## src/hdl/ufmc_consts.svh

```systemverilog
// register offsets, field positions and reset values of the policy bank
`ifndef UFMC_CONSTS_SVH
`define UFMC_CONSTS_SVH

`define UFMC_ADDR_W          12
`define UFMC_OFS_UCAST       12'h320
`define UFMC_OFS_MCAST       12'h324
`define UFMC_OFS_VLAN        12'h328
`define UFMC_OFS_MAC0        12'h330
`define UFMC_OFS_MAC1        12'h334
`define UFMC_OFS_STATUS      12'h338

`define UFMC_FWD_EN_BIT      31
`define UFMC_FWD_MASK_HI     2

`define UFMC_MAC0_ALT_BO     7
`define UFMC_MAC0_LEN_CHK    3
`define UFMC_MAC0_FC_DROP    1
`define UFMC_MAC0_AGGR_BO    0
`define UFMC_MAC0_RESET      8'h0E

`define UFMC_MAC1_NO_XCOL    3
`define UFMC_MAC1_RESET      8'h00

`define UFMC_LEN_LIMIT       16'h05DC
`define UFMC_FC_TYPE         16'h8808
`define UFMC_FC_DA           48'h0180C2000001
`define UFMC_XCOL_LIMIT      5'h10

`endif

```

## src/hdl/ufmc_pkg.sv

```systemverilog
// types shared by the unknown-forward and mac policy bank
package ufmc_pkg;

  typedef enum logic [3:0] {
    UFMC_CLS_NONE  = 4'b0001,
    UFMC_CLS_VID   = 4'b0010,
    UFMC_CLS_UCAST = 4'b0100,
    UFMC_CLS_MCAST = 4'b1000
  } ufmc_cls_t;

  typedef struct packed {
    logic valid;
    logic unk_vid;
    logic unk_ucast;
    logic unk_mcast;
  } ufmc_fwd_req_t;

  typedef struct packed {
    logic      valid;
    ufmc_cls_t cls;
    logic [2:0] ports;
  } ufmc_fwd_rsp_t;

  typedef struct packed {
    logic        valid;
    logic [15:0] type_len;
    logic [47:0] dest;
    logic [15:0] length;
  } ufmc_rx_req_t;

  typedef struct packed {
    logic valid;
    logic drop_len;
    logic drop_fc;
  } ufmc_rx_rsp_t;

  typedef struct packed {
    logic       valid;
    logic [4:0] count;
  } ufmc_coll_t;

endpackage

```

## src/hdl/ufmc_policy.sv

```systemverilog
// policy register bank with forward, receive filter and back-off decisions
`timescale 1ns/100ps
`default_nettype none
`include "ufmc_consts.svh"

module ufmc_policy
  import ufmc_pkg::*;
(
  // clock and reset
  input  wire logic                    clock,
  input  wire logic                    arst_n,
  // register port
  input  wire logic [`UFMC_ADDR_W-1:0] addr,
  input  wire logic [31:0]             wdata,
  input  wire logic                    wr,
  input  wire logic                    rd,
  output logic      [31:0]             rdata,
  // forwarding decision
  input  wire ufmc_fwd_req_t           fwd_req,
  output ufmc_fwd_rsp_t                fwd_rsp,
  // receive filter
  input  wire ufmc_rx_req_t            rx_req,
  output ufmc_rx_rsp_t                 rx_rsp,
  // half-duplex mac steering
  input  wire logic [2:0]              half_duplex,
  input  wire ufmc_coll_t              coll,
  output logic      [2:0]              alt_backoff,
  output logic      [2:0]              aggr_backoff,
  output logic                         coll_drop
);

  logic       uc_en;
  logic [2:0] uc_mask;
  logic       mc_en;
  logic [2:0] mc_mask;
  logic       vl_en;
  logic [2:0] vl_mask;
  logic [7:0] mac0;
  logic [7:0] mac1;
  logic [31:0] next_rdata;
  ufmc_fwd_rsp_t next_fwd;
  logic        fc_type;
  logic        fc_da;

  function automatic logic [2:0] gate_mask(input logic en,
                                           input logic [2:0] m);
    gate_mask = en ? m : 3'h0;
  endfunction

  function automatic logic [31:0] fwd_word(input logic en,
                                           input logic [2:0] m);
    fwd_word = {en, 28'h0000000, m};
  endfunction

  // forwarding registers
  always_ff @(posedge clock or negedge arst_n) begin
    if (!arst_n) begin
      uc_en   <= 1'b0;
      uc_mask <= 3'h0;
      mc_en   <= 1'b0;
      mc_mask <= 3'h0;
      vl_en   <= 1'b0;
      vl_mask <= 3'h0;
    end else if (wr) begin
      unique case (addr)
        `UFMC_OFS_UCAST: begin
          uc_en   <= wdata[`UFMC_FWD_EN_BIT];
          uc_mask <= wdata[`UFMC_FWD_MASK_HI:0];
        end
        `UFMC_OFS_MCAST: begin
          mc_en   <= wdata[`UFMC_FWD_EN_BIT];
          mc_mask <= wdata[`UFMC_FWD_MASK_HI:0];
        end
        `UFMC_OFS_VLAN: begin
          vl_en   <= wdata[`UFMC_FWD_EN_BIT];
          vl_mask <= wdata[`UFMC_FWD_MASK_HI:0];
        end
        default: begin
        end
      endcase
    end
  end

  // mac policy registers
  always_ff @(posedge clock or negedge arst_n) begin
    if (!arst_n) begin
      mac0 <= `UFMC_MAC0_RESET;
      mac1 <= `UFMC_MAC1_RESET;
    end else if (wr && addr == `UFMC_OFS_MAC0) begin
      mac0 <= wdata[7:0];
    end else if (wr && addr == `UFMC_OFS_MAC1) begin
      mac1 <= {4'h0, wdata[`UFMC_MAC1_NO_XCOL], 3'h0};
    end
  end

  // read mux, unmapped addresses read zero
  always_comb begin
    next_rdata = 32'h00000000;
    unique case (addr)
      `UFMC_OFS_UCAST:  next_rdata = fwd_word(uc_en, uc_mask);
      `UFMC_OFS_MCAST:  next_rdata = fwd_word(mc_en, mc_mask);
      `UFMC_OFS_VLAN:   next_rdata = fwd_word(vl_en, vl_mask);
      `UFMC_OFS_MAC0:   next_rdata = {24'h000000, mac0};
      `UFMC_OFS_MAC1:   next_rdata = {24'h000000, mac1};
      `UFMC_OFS_STATUS: next_rdata = {25'h0000000, fwd_rsp.ports,
                                      fwd_rsp.cls};
      default:          next_rdata = 32'h00000000;
    endcase
  end

  always_ff @(posedge clock or negedge arst_n) begin
    if (!arst_n) begin
      rdata <= 32'h00000000;
    end else if (rd) begin
      rdata <= next_rdata;
    end else begin
      rdata <= 32'h00000000;
    end
  end

  // class ranking and egress mask
  always_comb begin
    next_fwd.valid = fwd_req.valid;
    next_fwd.cls   = UFMC_CLS_NONE;
    next_fwd.ports = 3'h0;
    if (fwd_req.unk_vid) begin
      next_fwd.cls   = UFMC_CLS_VID;
      next_fwd.ports = gate_mask(vl_en, vl_mask);
    end else if (fwd_req.unk_ucast) begin
      next_fwd.cls   = UFMC_CLS_UCAST;
      next_fwd.ports = gate_mask(uc_en, uc_mask);
    end else if (fwd_req.unk_mcast) begin
      next_fwd.cls   = UFMC_CLS_MCAST;
      next_fwd.ports = gate_mask(mc_en, mc_mask);
    end
  end

  // decision sampled once, later writes do not touch it
  always_ff @(posedge clock or negedge arst_n) begin
    if (!arst_n) begin
      fwd_rsp <= '{valid: 1'b0, cls: UFMC_CLS_NONE, ports: 3'h0};
    end else if (fwd_req.valid) begin
      fwd_rsp <= next_fwd;
    end else begin
      fwd_rsp.valid <= 1'b0;
    end
  end

  // receive filter
  assign fc_type = rx_req.type_len == `UFMC_FC_TYPE;
  assign fc_da   = rx_req.dest == `UFMC_FC_DA;

  always_ff @(posedge clock or negedge arst_n) begin
    if (!arst_n) begin
      rx_rsp <= '{valid: 1'b0, drop_len: 1'b0, drop_fc: 1'b0};
    end else begin
      rx_rsp.valid    <= rx_req.valid;
      rx_rsp.drop_len <= rx_req.valid && mac0[`UFMC_MAC0_LEN_CHK] &&
                         rx_req.type_len < `UFMC_LEN_LIMIT &&
                         rx_req.length != rx_req.type_len;
      rx_rsp.drop_fc  <= rx_req.valid &&
                         (mac0[`UFMC_MAC0_FC_DROP] ?
                          (fc_type || fc_da) :
                          (fc_type && fc_da));
    end
  end

  // half-duplex back-off steering and collision drop
  always_ff @(posedge clock or negedge arst_n) begin
    if (!arst_n) begin
      alt_backoff  <= 3'h0;
      aggr_backoff <= 3'h0;
    end else begin
      alt_backoff  <= half_duplex &
                      {3{mac0[`UFMC_MAC0_ALT_BO]}};
      aggr_backoff <= half_duplex &
                      {3{mac0[`UFMC_MAC0_AGGR_BO]}};
    end
  end

  always_ff @(posedge clock or negedge arst_n) begin
    if (!arst_n) begin
      coll_drop <= 1'b0;
    end else begin
      coll_drop <= coll.valid && coll.count >= `UFMC_XCOL_LIMIT &&
                   !mac1[`UFMC_MAC1_NO_XCOL];
    end
  end
endmodule

`default_nettype wire

```

## config.mk

```make
export PLATFORM = sky130hd
export DESIGN_NAME = ufmc_policy
export DESIGN_NICKNAME = d
export VERILOG_FILES = /design/src/hdl/ufmc_pkg.sv /design/src/hdl/ufmc_policy.sv
export VERILOG_INCLUDE_DIRS = /design/src /design/src/hdl
export SDC_FILE = /design/constraint.sdc
export NUM_CORES = 1
export LEC_CHECK = 0
export ABC_CLOCK_PERIOD_IN_PS = 2600
export BUFFER_PORTS_ARGS = -buffer_cell sky130_fd_sc_hd__buf_2
export CORE_MARGIN = 4
export CORE_UTILIZATION = 35
export CTS_CLUSTER_DIAMETER = 60
export DETAILED_ROUTE_END_ITERATION = 16
export PLACE_DENSITY = 0.75
export SLEW_MARGIN = 20
export SYNTH_ARGS = -nofsm -noshare
export SYNTH_HDL_FRONTEND = slang
export SYNTH_SLANG_ARGS = --single-unit
```

## constraint.sdc

```tcl
create_clock -name clock -period 2.6 [get_ports clock]
set_clock_uncertainty 0.05 [all_clocks]
set_input_delay 0.26 -clock clock [delete_from_list [all_inputs] [get_ports clock]]
set_output_delay 0.26 -clock clock [all_outputs]
set_load 0.05 [all_outputs]
```

==> flow_metrics.py, run 1 <==
metrics = {
    "synthesis": {
        "yosysMostFrequentCell": "dfrtp_1",
        "synth_ff_type": "dfrtp_1",
        "yosys-top-cells-count": "44 x dfrtp_1, 28 x mux2_2, 23 x buf_4, 16 x xnor2_1, 15 x nor2_1",
        "post_synth_mux_area_share_pct": 12.1,
        "synthesis.yosys.warnings": 0,
        "synth_top_area_cell": "dfrtp_1",
        "synth-xor-area-share_pct": 5.38,
        "post_syn_area_um2": 2600,
        "synth_enable_flop_cells": 0,
        "seq_area_frac_synth_pct": 46.3,
        "post_synth.cell_area_avg_um2": 11.2,
        "postSynthCellCount": 232,
        "post_synth_main_area_contributors": "dfrtp_1 42%, mux2_2 12%, buf_4 6.6%",
        "synth_top_area_share_pct": 42.3,
        "synth_compound_area_share_pct": 7.26,
        "yosys.area_share.simple_pct": 21.1,
        "synthDistinctLibCells": 40,
        "synth_fa_ha_area_share_pct": 0,
        "synth.ff_latch_count": 48,
        "synth_async_sr_flop_share_pct": 100,
        "synth_top_family_by_area": "simple AND/OR/NAND/NOR gates",
    },
    "cts": {
        "htree_levels": 2,
        "cts-buffers-inserted": 5,
        "clk_pin_slew_ns": 0.09,
        "cts_tree": "built",
        "cts.path.max_buffers": 2,
        "cts.repair_timing.setup_buffer_count": 0,
        "tritoncts_num_sinks": 48,
        "cts-root-buf": "clkbuf_8",
        "insertion_delay_ns": 0.30,
    },
    "run_status": {
        "run_status": "complete, no violations",
    },
    "placement": {
        "port_buffers": 141,
        "placement.setup.worst_slack_ns": 0.610,
        "placed_cells_incl_taps": 468,
        "dpl-instance-area_um2": 3340,
        "place_hpwl_mm": 5.84,
        "final_estimated_routing_congestion_in_global_placement": 0.821,
    },
    "min_path": {
        "holdCritStartpoint": "rx_req[80]",
        "hold_path.class": "input port to flip-flop",
    },
    "layout": {
        "finish.utilization_pct": 47.8,
        "fillerInstances": 678,
        "instances_no_fill": 477,
        "drive_gt1_share_pct": 50.5,
        "antennaDiodeCount": 0,
        "area_delta_synth_final_pct": 33.3,
        "final_design_area_no_fill_um2": 3470,
        "register_area_um2": 1210,
        "design.final.nets": 519,
        "multiInputGateArea_um2": 1280,
    },
    "route": {
        "drc": 0,
        "antenna_violating_nets_post_route": 0,
        "wire_per_inst_um": 14.7,
        "drtIter0Drc": 63,
        "vias_per_cell": 4.80,
        "route.final.wire_length_mm": 7.01,
        "routedLengthMet1_mm": 2.90,
        "top_layer": "met4",
        "via_count": 2290,
        "met2RoutedLength_mm": 3.55,
        "drt_pre_antenna_iters": 4,
        "met3RoutedLength_um": 451,
    },
    "power_and_ir_drop": {
        "worst_ir_drop_vdd_uv": 212,
        "leak_nw": 1.72,
        "power_density_nw_per_um2": 472,
        "fin_total_pwr_mw": 1.64,
    },
    "worst_setup_path": {
        "criticalPathCategory": "input port to flip-flop",
        "critical_path.startpoint": "addr[10]",
        "reg2reg_slack_ns": 1.27,
        "path_max_fanout": 8,
        "worstPathArrival_ns": 1.82,
        "worst_path_required_ns": 2.74,
        "critical_path.endpoint": "mac0[6]",
        "worst_r2r_endpoint": "rdata[2]",
        "reg2reg_from": "mc_mask[2]",
        "endpoint_kind": "flip-flop",
        "r2r_cells": 5,
        "critPathLaunchType": "input port",
    },
    "sta": {
        "period_share_pct": 64.4,
        "maxSlewHeadroom_pct": 61.4,
        "layout_min_cycle_time_ns": 1.67,
        "timing.final.hold_violations": 0,
        "finalMaxSlewViolations": 0,
        "rsz0062_at_grt": "no",
        "hold-worst-slack_ns": 0.0635,
        "max_freq_ghz": 0.597,
        "tightest_slew_ns": 0.577,
        "accumulated_negative_setup_slack_ns": 0,
        "final_critical_path_setup_slack_ns": 0.925,
        "finalSetupViolations": 0,
    },
    "floorplan": {
        "die_h_um": 94.2,
        "floorplan.core_area_um2": 7250,
        "io_pins": 192,
        "start_util_pct": 35.9,
        "core.rowCount": 31,
        "die_area_um2": 8880,
        "die_x_um": 94.2,
    },
    "grt": {
        "wire_length_of_the_first_global_routing_pass_mm": 11.2,
        "grt_max_degree": 38,
        "first_global_vias": 2314,
        "antenna_found_initial": 0,
        "grt-ovfl-total": 0,
        "grt_util_all_layers_pct": 16.0,
    },
    "run": {
        "max_cap_viol_count": 0,
    },
}
-- layout by cell type (no fill, tap or decap), drive strengths merged, types with 2 or more instances in the layout --
master	instances
a32oi	2
nor4b	10
nor3b	2
nor4	8
dfstp	4
o21ai	6
clkbuf	6
a21oi	3
and3	3
mux2	28
nor2	15
dfrtp	44
nand3	8
nor3	5
conb	23
a22oi	7
buf	143
a31oi	7
inv	2
xnor2	16
nand4	12
and2	6
nand2	5
-- power breakdown --
part           internal (mW)  switching [mW]  total, mW
Sequential             0.759         0.00966      0.768
Clock                  0.314           0.241      0.556
Combinational          0.107           0.206      0.313
-- layout make-up --
| class | instances | share of cell area, % |
|---|---|---|
| Tap cell | 99 | 3.57 |
| Sequential cell | 48 | 34.8 |
| Multi-Input combinational cell | 176 | 36.9 |
| Clock inverter | 2 | 1.12 |
| Timing Repair Buffer | 144 | 21.1 |
| Clock buffer | 6 | 2.38 |
| Inverter | 2 | 0.216 |
-- registers in the layout, summed over array words and instances (netlist names), 3 cells and up --
name	flops
vl_mask	3
fwd_rsp	8
aggr_backoff	3
rdata	9
mac0	8
rx_rsp	3
mc_mask	3
alt_backoff	3
uc_mask	3
-- metal layers --
metal | GRT usage, % | vias up
met1 | 20.4 | 1083
met2 | 27.1 | 84
met4 | 4.33 | 0
li1 | - | 1111
met5 | 0 | -
met3 | 3.85 | 12
-- cells by family (layout without fill, tap and decap cells) --
| family | count (synthesis) | count (layout) |
|---|---|---|
| and+or+nand+nor | 80 | 80 |
| DFF | 48 | 48 |
| xor gates and xnor gates | 16 | 16 |
| AOI/OAI and AO/OA | 29 | 29 |
| buffers and inverters | 30 | 154 |
| muxes | 28 | 28 |
| other | 1 | 23 |
-- worst min path at each step --
| stage | endpoint | depth (start not counted) |
|---|---|---|
| 6_report | rx_rsp[2] | 1 |
| 5_1_grt | rx_rsp[2] | 1 |
| 4_1_cts | rx_rsp[2] | 1 |
| 3_5_place_dp | rdata[7] | 1 |
| 3_3_place_gp | rdata[7] | 1 |
| 2_1_floorplan | aggr_backoff[0] | 0 |
-- worst max-delay path: stages --
cell and delay (ns):
buf_2 0.10, and4bb_1 0.27, and3_4 0.24, nand3_4 0.11, nor3b_4 0.44, mux2_2 0.39
-- what timing repair did --
item	CTS	global route
hold buffers	1	0
hold endpoints to repair	11	0
gates resized for setup	0	0
(Power assumes the default switching activity.)
==> run 2, diff against run 1 <==
--- a/config.mk
+++ b/config.mk
@@ -6,7 +6,7 @@
 export SDC_FILE = /design/constraint.sdc
 export NUM_CORES = 1
 export LEC_CHECK = 0
-export ABC_CLOCK_PERIOD_IN_PS = 2600
+export ABC_CLOCK_PERIOD_IN_PS = 1630
 export BUFFER_PORTS_ARGS = -buffer_cell sky130_fd_sc_hd__buf_2
 export CORE_MARGIN = 4
 export CORE_UTILIZATION = 35
==> constraint.sdc (replaced) <==
create_clock -name clock -period 1.63 [get_ports clock]
set_clock_uncertainty 0.05 [all_clocks]
set_input_delay 0.163 -clock clock [delete_from_list [all_inputs] [get_ports clock]]
set_output_delay 0.163 -clock clock [all_outputs]
set_load 0.05 [all_outputs]
==> run 2 against run 1 <==
Against the previous run:
- die area unchanged
- sequential power grew 60%
- critical endpoint is now mac0[5]
- sequential cell count unchanged
- sequential share of layout area is 0.64 points lower
- first-iteration DRC count increased by 25%
==> flow_metrics.py, run 2 (synthesis gave the netlist of run 1 again) <==
metrics = {
    "floorplan": {
        "die_area_um2": 8880,
        "io_pins": 192,
        "core.rowCount": 31,
        "die_x_um": 94.2,
        "die_h_um": 94.2,
        "start_util_pct": 35.9,
        "floorplan.core_area_um2": 7250,
    },
    "route": {
        "vias_per_cell": 4.70,
        "route.final.wire_length_mm": 7.01,
        "antenna_violating_nets_post_route": 0,
        "wire_per_inst_um": 14.4,
        "drtIter0Drc": 79,
        "drt_pre_antenna_iters": 4,
        "via_count": 2281,
        "drc": 0,
    },
    "power_and_ir_drop": {
        "internal_power_mw": 1.84,
        "combinationalPowerShare_pct": 19.7,
        "worst_ir_drop_vdd_uv": 337,
        "switching_share_pct": 28.0,
        "power_density_nw_per_um2": 723,
        "leak_nw": 1.76,
        "switching_power_mw": 0.717,
        "clock_power_share_pct": 32.3,
        "power_frac_seq_pct": 47.9,
    },
    "cts": {
        "cts.path.max_buffers": 2,
        "cts-buffers-inserted": 5,
        "postCtsResizedCells": 0,
        "insertion_delay_ns": 0.29,
        "cts_tree": "built",
        "tritoncts_num_sinks": 48,
        "htree_levels": 2,
        "clk_pin_slew_ns": 0.08,
        "cts-root-buf": "clkbuf_8",
    },
    "grt": {
        "grt-ovfl-total": 0,
        "wire_length_of_the_first_global_routing_pass_mm": 11.1,
        "grt_util_all_layers_pct": 15.8,
        "antenna_found_initial": 1,
        "first_global_vias": 2288,
        "grt_max_degree": 49,
    },
    "layout": {
        "design.final.nets": 527,
        "layout.cells.most_common": "buf_2",
        "fillerInstances": 680,
        "max_flop_register": "rdata",
        "multiInputGateArea_um2": 1280,
        "area_delta_synth_final_pct": 35.8,
        "drive_gt1_share_pct": 51.3,
        "final_design_area_no_fill_um2": 3530,
        "register_area_um2": 1210,
        "most_used_cells_in_the_layout_excluding_fill_and_tap_cells": "141 x buf_2, 44 x dfrtp_1, 28 x mux2_2, 23 x conb_1, 16 x xnor2_1",
        "finish.utilization_pct": 48.7,
        "antennaDiodeCount": 0,
        "instances_no_fill": 485,
        "largest_register_ff_count": 9,
        "biggestRegsByFlops": "rdata: 9 flops, fwd_rsp: 8 flops, mac0: 8 flops",
    },
    "sta": {
        "timing.final.hold_violations": 0,
        "max_freq_ghz": 0.709,
        "period_share_pct": 86.5,
        "rsz0062_at_grt": "no",
        "finalMaxSlewViolations": 0,
        "final_critical_path_setup_slack_ns": 0.220,
        "layout_min_cycle_time_ns": 1.41,
        "tightest_slew_ns": 0.585,
        "maxSlewHeadroom_pct": 61.0,
        "finalSetupViolations": 0,
    },
    "placement": {
        "placement.setup.worst_slack_ns": -0.101,
        "port_buffers": 141,
        "place_hpwl_mm": 5.89,
        "dpl-instance-area_um2": 3400,
        "placed_cells_incl_taps": 475,
        "final_estimated_routing_congestion_in_global_placement": 0.904,
    },
    "worst_setup_path": {
        "reg2reg_from": "mc_mask[2]",
        "worst_path_required_ns": 1.76,
        "critPathLaunchType": "input port",
        "worstPathArrival_ns": 1.54,
        "critical_path.endpoint": "mac0[5]",
        "r2r_cells": 5,
        "path_max_fanout": 8,
        "endpoint_kind": "flip-flop",
        "critical_path.startpoint": "addr[10]",
        "criticalPathCategory": "input port to flip-flop",
        "worst_r2r_endpoint": "rdata[2]",
        "reg2reg_slack_ns": 0.30,
    },
    "run_status": {
        "run_status": "complete, no violations",
    },
    "run": {
        "max_cap_viol_count": 0,
    },
    "min_path": {
        "hold_path.class": "input port to flip-flop",
    },
}
==> run 2: power groups by stage <==
stage                     combinational (mW)  clock (mW)  sequential [mW]
after floorplan                        0.255           0             1.30
after global placement                 0.491           0             1.25
after detailed placement               0.500           0             1.25
after CTS                              0.505       0.858             1.23
after global routing                   0.544       0.919             1.23
final                                  0.504       0.826             1.23
==> run 2: metal layers <==
metal	up-vias	global-route usage, %	wire length, µm
met5	-	0	7
met3	13	3.21	370
met1	1071	20.7	2860
met4	2	4.21	101
li1	1122	-	-
met2	73	26.6	3670
==> run 2: through the flow <==
step	hold WS (ns)	power [mW]	TNS (ns)
floorplan	-0.183	1.56	0
global placement	0.231	1.74	-0.829
detailed placement	0.238	1.75	-1.05
CTS	0.00976	2.59	0
global route	0.0132	2.69	0
finish	0.0195	2.56	0
==> run 2: how the worst min path moves through the flow <==
stage / cells after the start / end / from / slack, ns
floorplan: 0 / aggr_backoff[0] / arst_n / -0.18
global placement: 2 / rdata[7] / arst_n / 0.23
detailed placement: 2 / rdata[7] / arst_n / 0.24
CTS: 2 / rx_rsp[1] / rx_req[74] / 0.01
global route: 2 / rx_rsp[1] / rx_req[74] / 0.01
finish: 2 / rx_rsp[1] / rx_req[74] / 0.02
==> run 2: cell type report <==
cell class | count | share of cell area, %
Inverter | 2 | 0.212
Multi-Input combinational cell | 176 | 36.2
Timing Repair Buffer | 152 | 22.8
Tap cell | 99 | 3.51
Clock inverter | 3 | 1.20
Sequential cell | 48 | 34.1
Clock buffer | 5 | 1.95
==> run 2: worst max-delay path, cell delays in order <==
cell	delay [ns]
buf_2	0.10
and4bb_1	0.27
and3_4	0.21
nand3_4	0.11
nor3b_4	0.22
buf_12	0.15
mux2_2	0.32
==> run 2: what timing repair did <==
action	in CTS	in global routing
endpoints found under the setup margin	0	0
endpoints found under the hold margin	45	0
setup buffers	0	0
hold buffers	2	0
==> run 3, diff against run 2 <==
--- a/config.mk
+++ b/config.mk
@@ -9,10 +9,10 @@
 export ABC_CLOCK_PERIOD_IN_PS = 1630
 export BUFFER_PORTS_ARGS = -buffer_cell sky130_fd_sc_hd__buf_2
 export CORE_MARGIN = 4
-export CORE_UTILIZATION = 35
+export CORE_UTILIZATION = 25
 export CTS_CLUSTER_DIAMETER = 60
 export DETAILED_ROUTE_END_ITERATION = 16
-export PLACE_DENSITY = 0.75
+export PLACE_DENSITY = 0.58
 export SLEW_MARGIN = 20
 export SYNTH_ARGS = -nofsm -noshare
 export SYNTH_HDL_FRONTEND = slang
==> run 3 against run 2 <==
Against the previous run:
- register-to-register slack better by 0.03 ns
- first-iteration DRC count decreased by 22%
- total power down 6.5%
- count of clock-buffer cells in the layout increased by 2
- hold slack better by 0.015 ns
- routed wire length rose by 5.8%
- fmax is 1.3% lower
- sequential power hardly changed
- critical path type unchanged
- largest cell class unchanged
==> flow_metrics.py, run 3 (synthesis gave the netlist of run 1 again) <==
metrics = {
    "run_status": {
        "run_status": "complete, no violations",
    },
    "sta": {
        "period_share_pct": 87.6,
        "finalMaxSlewViolations": 0,
        "finalSetupViolations": 0,
        "layout_min_cycle_time_ns": 1.43,
        "rsz0062_at_grt": "no",
        "max_freq_ghz": 0.700,
        "timing.final.hold_violations": 0,
    },
    "cts": {
        "cts_tree": "built",
        "insertion_delay_ns": 0.29,
        "cts.repair_timing.setup_buffer_count": 0,
        "cts.path.max_buffers": 2,
        "post_cts_hold_buffer_count": 2,
        "clk_pin_slew_ns": 0.08,
        "htree_levels": 2,
        "tritoncts_num_sinks": 48,
        "cts-buffers-inserted": 5,
        "cts-root-buf": "clkbuf_8",
        "postCtsResizedCells": 0,
    },
    "floorplan": {
        "floorplan.core_area_um2": 9950,
        "die_area_um2": 12100,
        "die_h_um": 110,
        "core.rowCount": 36,
        "start_util_pct": 26.1,
        "io_pins": 192,
        "die_x_um": 110,
    },
    "worst_setup_path": {
        "worst_path_required_ns": 1.76,
        "path_max_fanout": 5,
        "reg2reg_slack_ns": 0.33,
        "reg2reg_from": "mc_mask[2]",
        "critical_path.startpoint": "addr[10]",
        "r2r_cells": 5,
        "endpoint_kind": "flip-flop",
        "critPathLaunchType": "input port",
        "critical_path.endpoint": "mac0[6]",
        "worst_r2r_endpoint": "rdata[2]",
        "criticalPathCategory": "input port to flip-flop",
        "worstPathArrival_ns": 1.56,
    },
    "route": {
        "via_count": 2316,
        "drt_pre_antenna_iters": 4,
        "vias_per_cell": 4.43,
        "drtIter0Drc": 62,
        "antenna_violating_nets_post_route": 0,
        "wire_per_inst_um": 14.2,
        "drc": 0,
        "route.final.wire_length_mm": 7.41,
    },
    "layout": {
        "finish.utilization_pct": 35.9,
        "drive_gt1_share_pct": 51.3,
        "instances_no_fill": 523,
        "max_flop_register": "rdata",
        "largest_register_ff_count": 9,
        "biggestRegsByFlops": "rdata: 9 flops, fwd_rsp: 8 flops, mac0: 8 flops",
        "antennaDiodeCount": 0,
        "design.final.nets": 531,
        "most_used_cells_in_the_layout_excluding_fill_and_tap_cells": "141 x buf_2, 44 x dfrtp_1, 28 x mux2_2, 23 x conb_1, 16 x xnor2_1",
        "layout.cells.most_common": "buf_2",
        "area_delta_synth_final_pct": 37.4,
    },
    "grt": {
        "first_global_vias": 2332,
        "grt_max_degree": 49,
        "grt_util_all_layers_pct": 12.1,
        "antenna_found_initial": 2,
        "grt-ovfl-total": 0,
        "wire_length_of_the_first_global_routing_pass_mm": 11.4,
    },
    "placement": {
        "port_buffers": 141,
        "final_estimated_routing_congestion_in_global_placement": 0.876,
        "place_hpwl_mm": 6.34,
        "placed_cells_incl_taps": 513,
    },
    "power_and_ir_drop": {
        "worst_ir_drop_vdd_uv": 309,
        "fin_total_pwr_mw": 2.39,
        "power_density_nw_per_um2": 668,
        "leak_nw": 1.77,
    },
    "min_path": {
        "hold_path.class": "input port to flip-flop",
    },
    "run": {
        "max_cap_viol_count": 0,
    },
}
-- run 3: cell types whose count changed in the layout (fill, tap and decap cells not counted) --
| cell | before | now |
|---|---|---|
| buf_4 | 8 | 12 |
| clkbuf_1 | 0 | 2 |
| bufinv_16 | 1 | 0 |
| clkinvlp_4 | 1 | 0 |
-- run 3: area by class of cell --
| cell class | instances | area, µm² |
|---|---|---|
| inverter | 2 | 7.51 |
| tap | 133 | 166 |
| timing repair buffer | 156 | 836 |
| fill | 1033 | 6380 |
| multi-input combinational | 176 | 1280 |
| sequential | 48 | 1210 |
| clock inverter | 1 | 5.00 |
| clock buffer | 7 | 76.3 |
-- run 3: power by group --
part / total [mW] / switching [mW] / internal [mW]
Sequential: 1.23 / 0.0159 / 1.21
Combinational: 0.509 / 0.330 / 0.179
Clock: 0.655 / 0.354 / 0.301
Total: 2.39 / 0.700 / 1.69
-- run 3: worst max-delay path: stages --
cell	delay [ns]
buf_2	0.09
and4bb_1	0.28
and3_4	0.21
nand3_4	0.11
nor3b_4	0.20
buf_4	0.17
mux2_2	0.33
-- run 3: metal layers --
metal | vias up | share of wire [%] | GRT usage [%] | wire length [µm]
met3 | 14 | 7.9 | 3.15 | 584
met4 | 4 | 1.5 | 2.67 | 110
met2 | 80 | 49 | 20.7 | 3660
met5 | - | 0.28 | 0 | 21
li1 | 1128 | - | - | -
met1 | 1090 | 41 | 15.3 | 3030
-- run 3: per-stage QoR --
stage	cell area (µm²)	worst slack, ns	hold WS [ns]	setup TNS, ns
5_1_grt	3580	0.0999	0.0238	0
6_report	3580	0.202	0.0349	0
3_5_place_dp	3470	-0.114	0.122	-1.20
4_1_cts	3580	0.194	0.0259	0
2_1_floorplan	2690	0.00785	-0.183	0
3_3_place_gp	3470	-0.0796	0.114	-0.774
-- run 3: worst min path at each step --
stage               startpoint         endpoint  depth (start not counted)
floorplan               arst_n  aggr_backoff[0]                          0
global placement        arst_n   alt_backoff[2]                          2
detailed placement      arst_n  aggr_backoff[0]                          2
CTS                    coll[5]        coll_drop                          3
global route           coll[5]        coll_drop                          3
finish                 coll[5]        coll_drop                          3
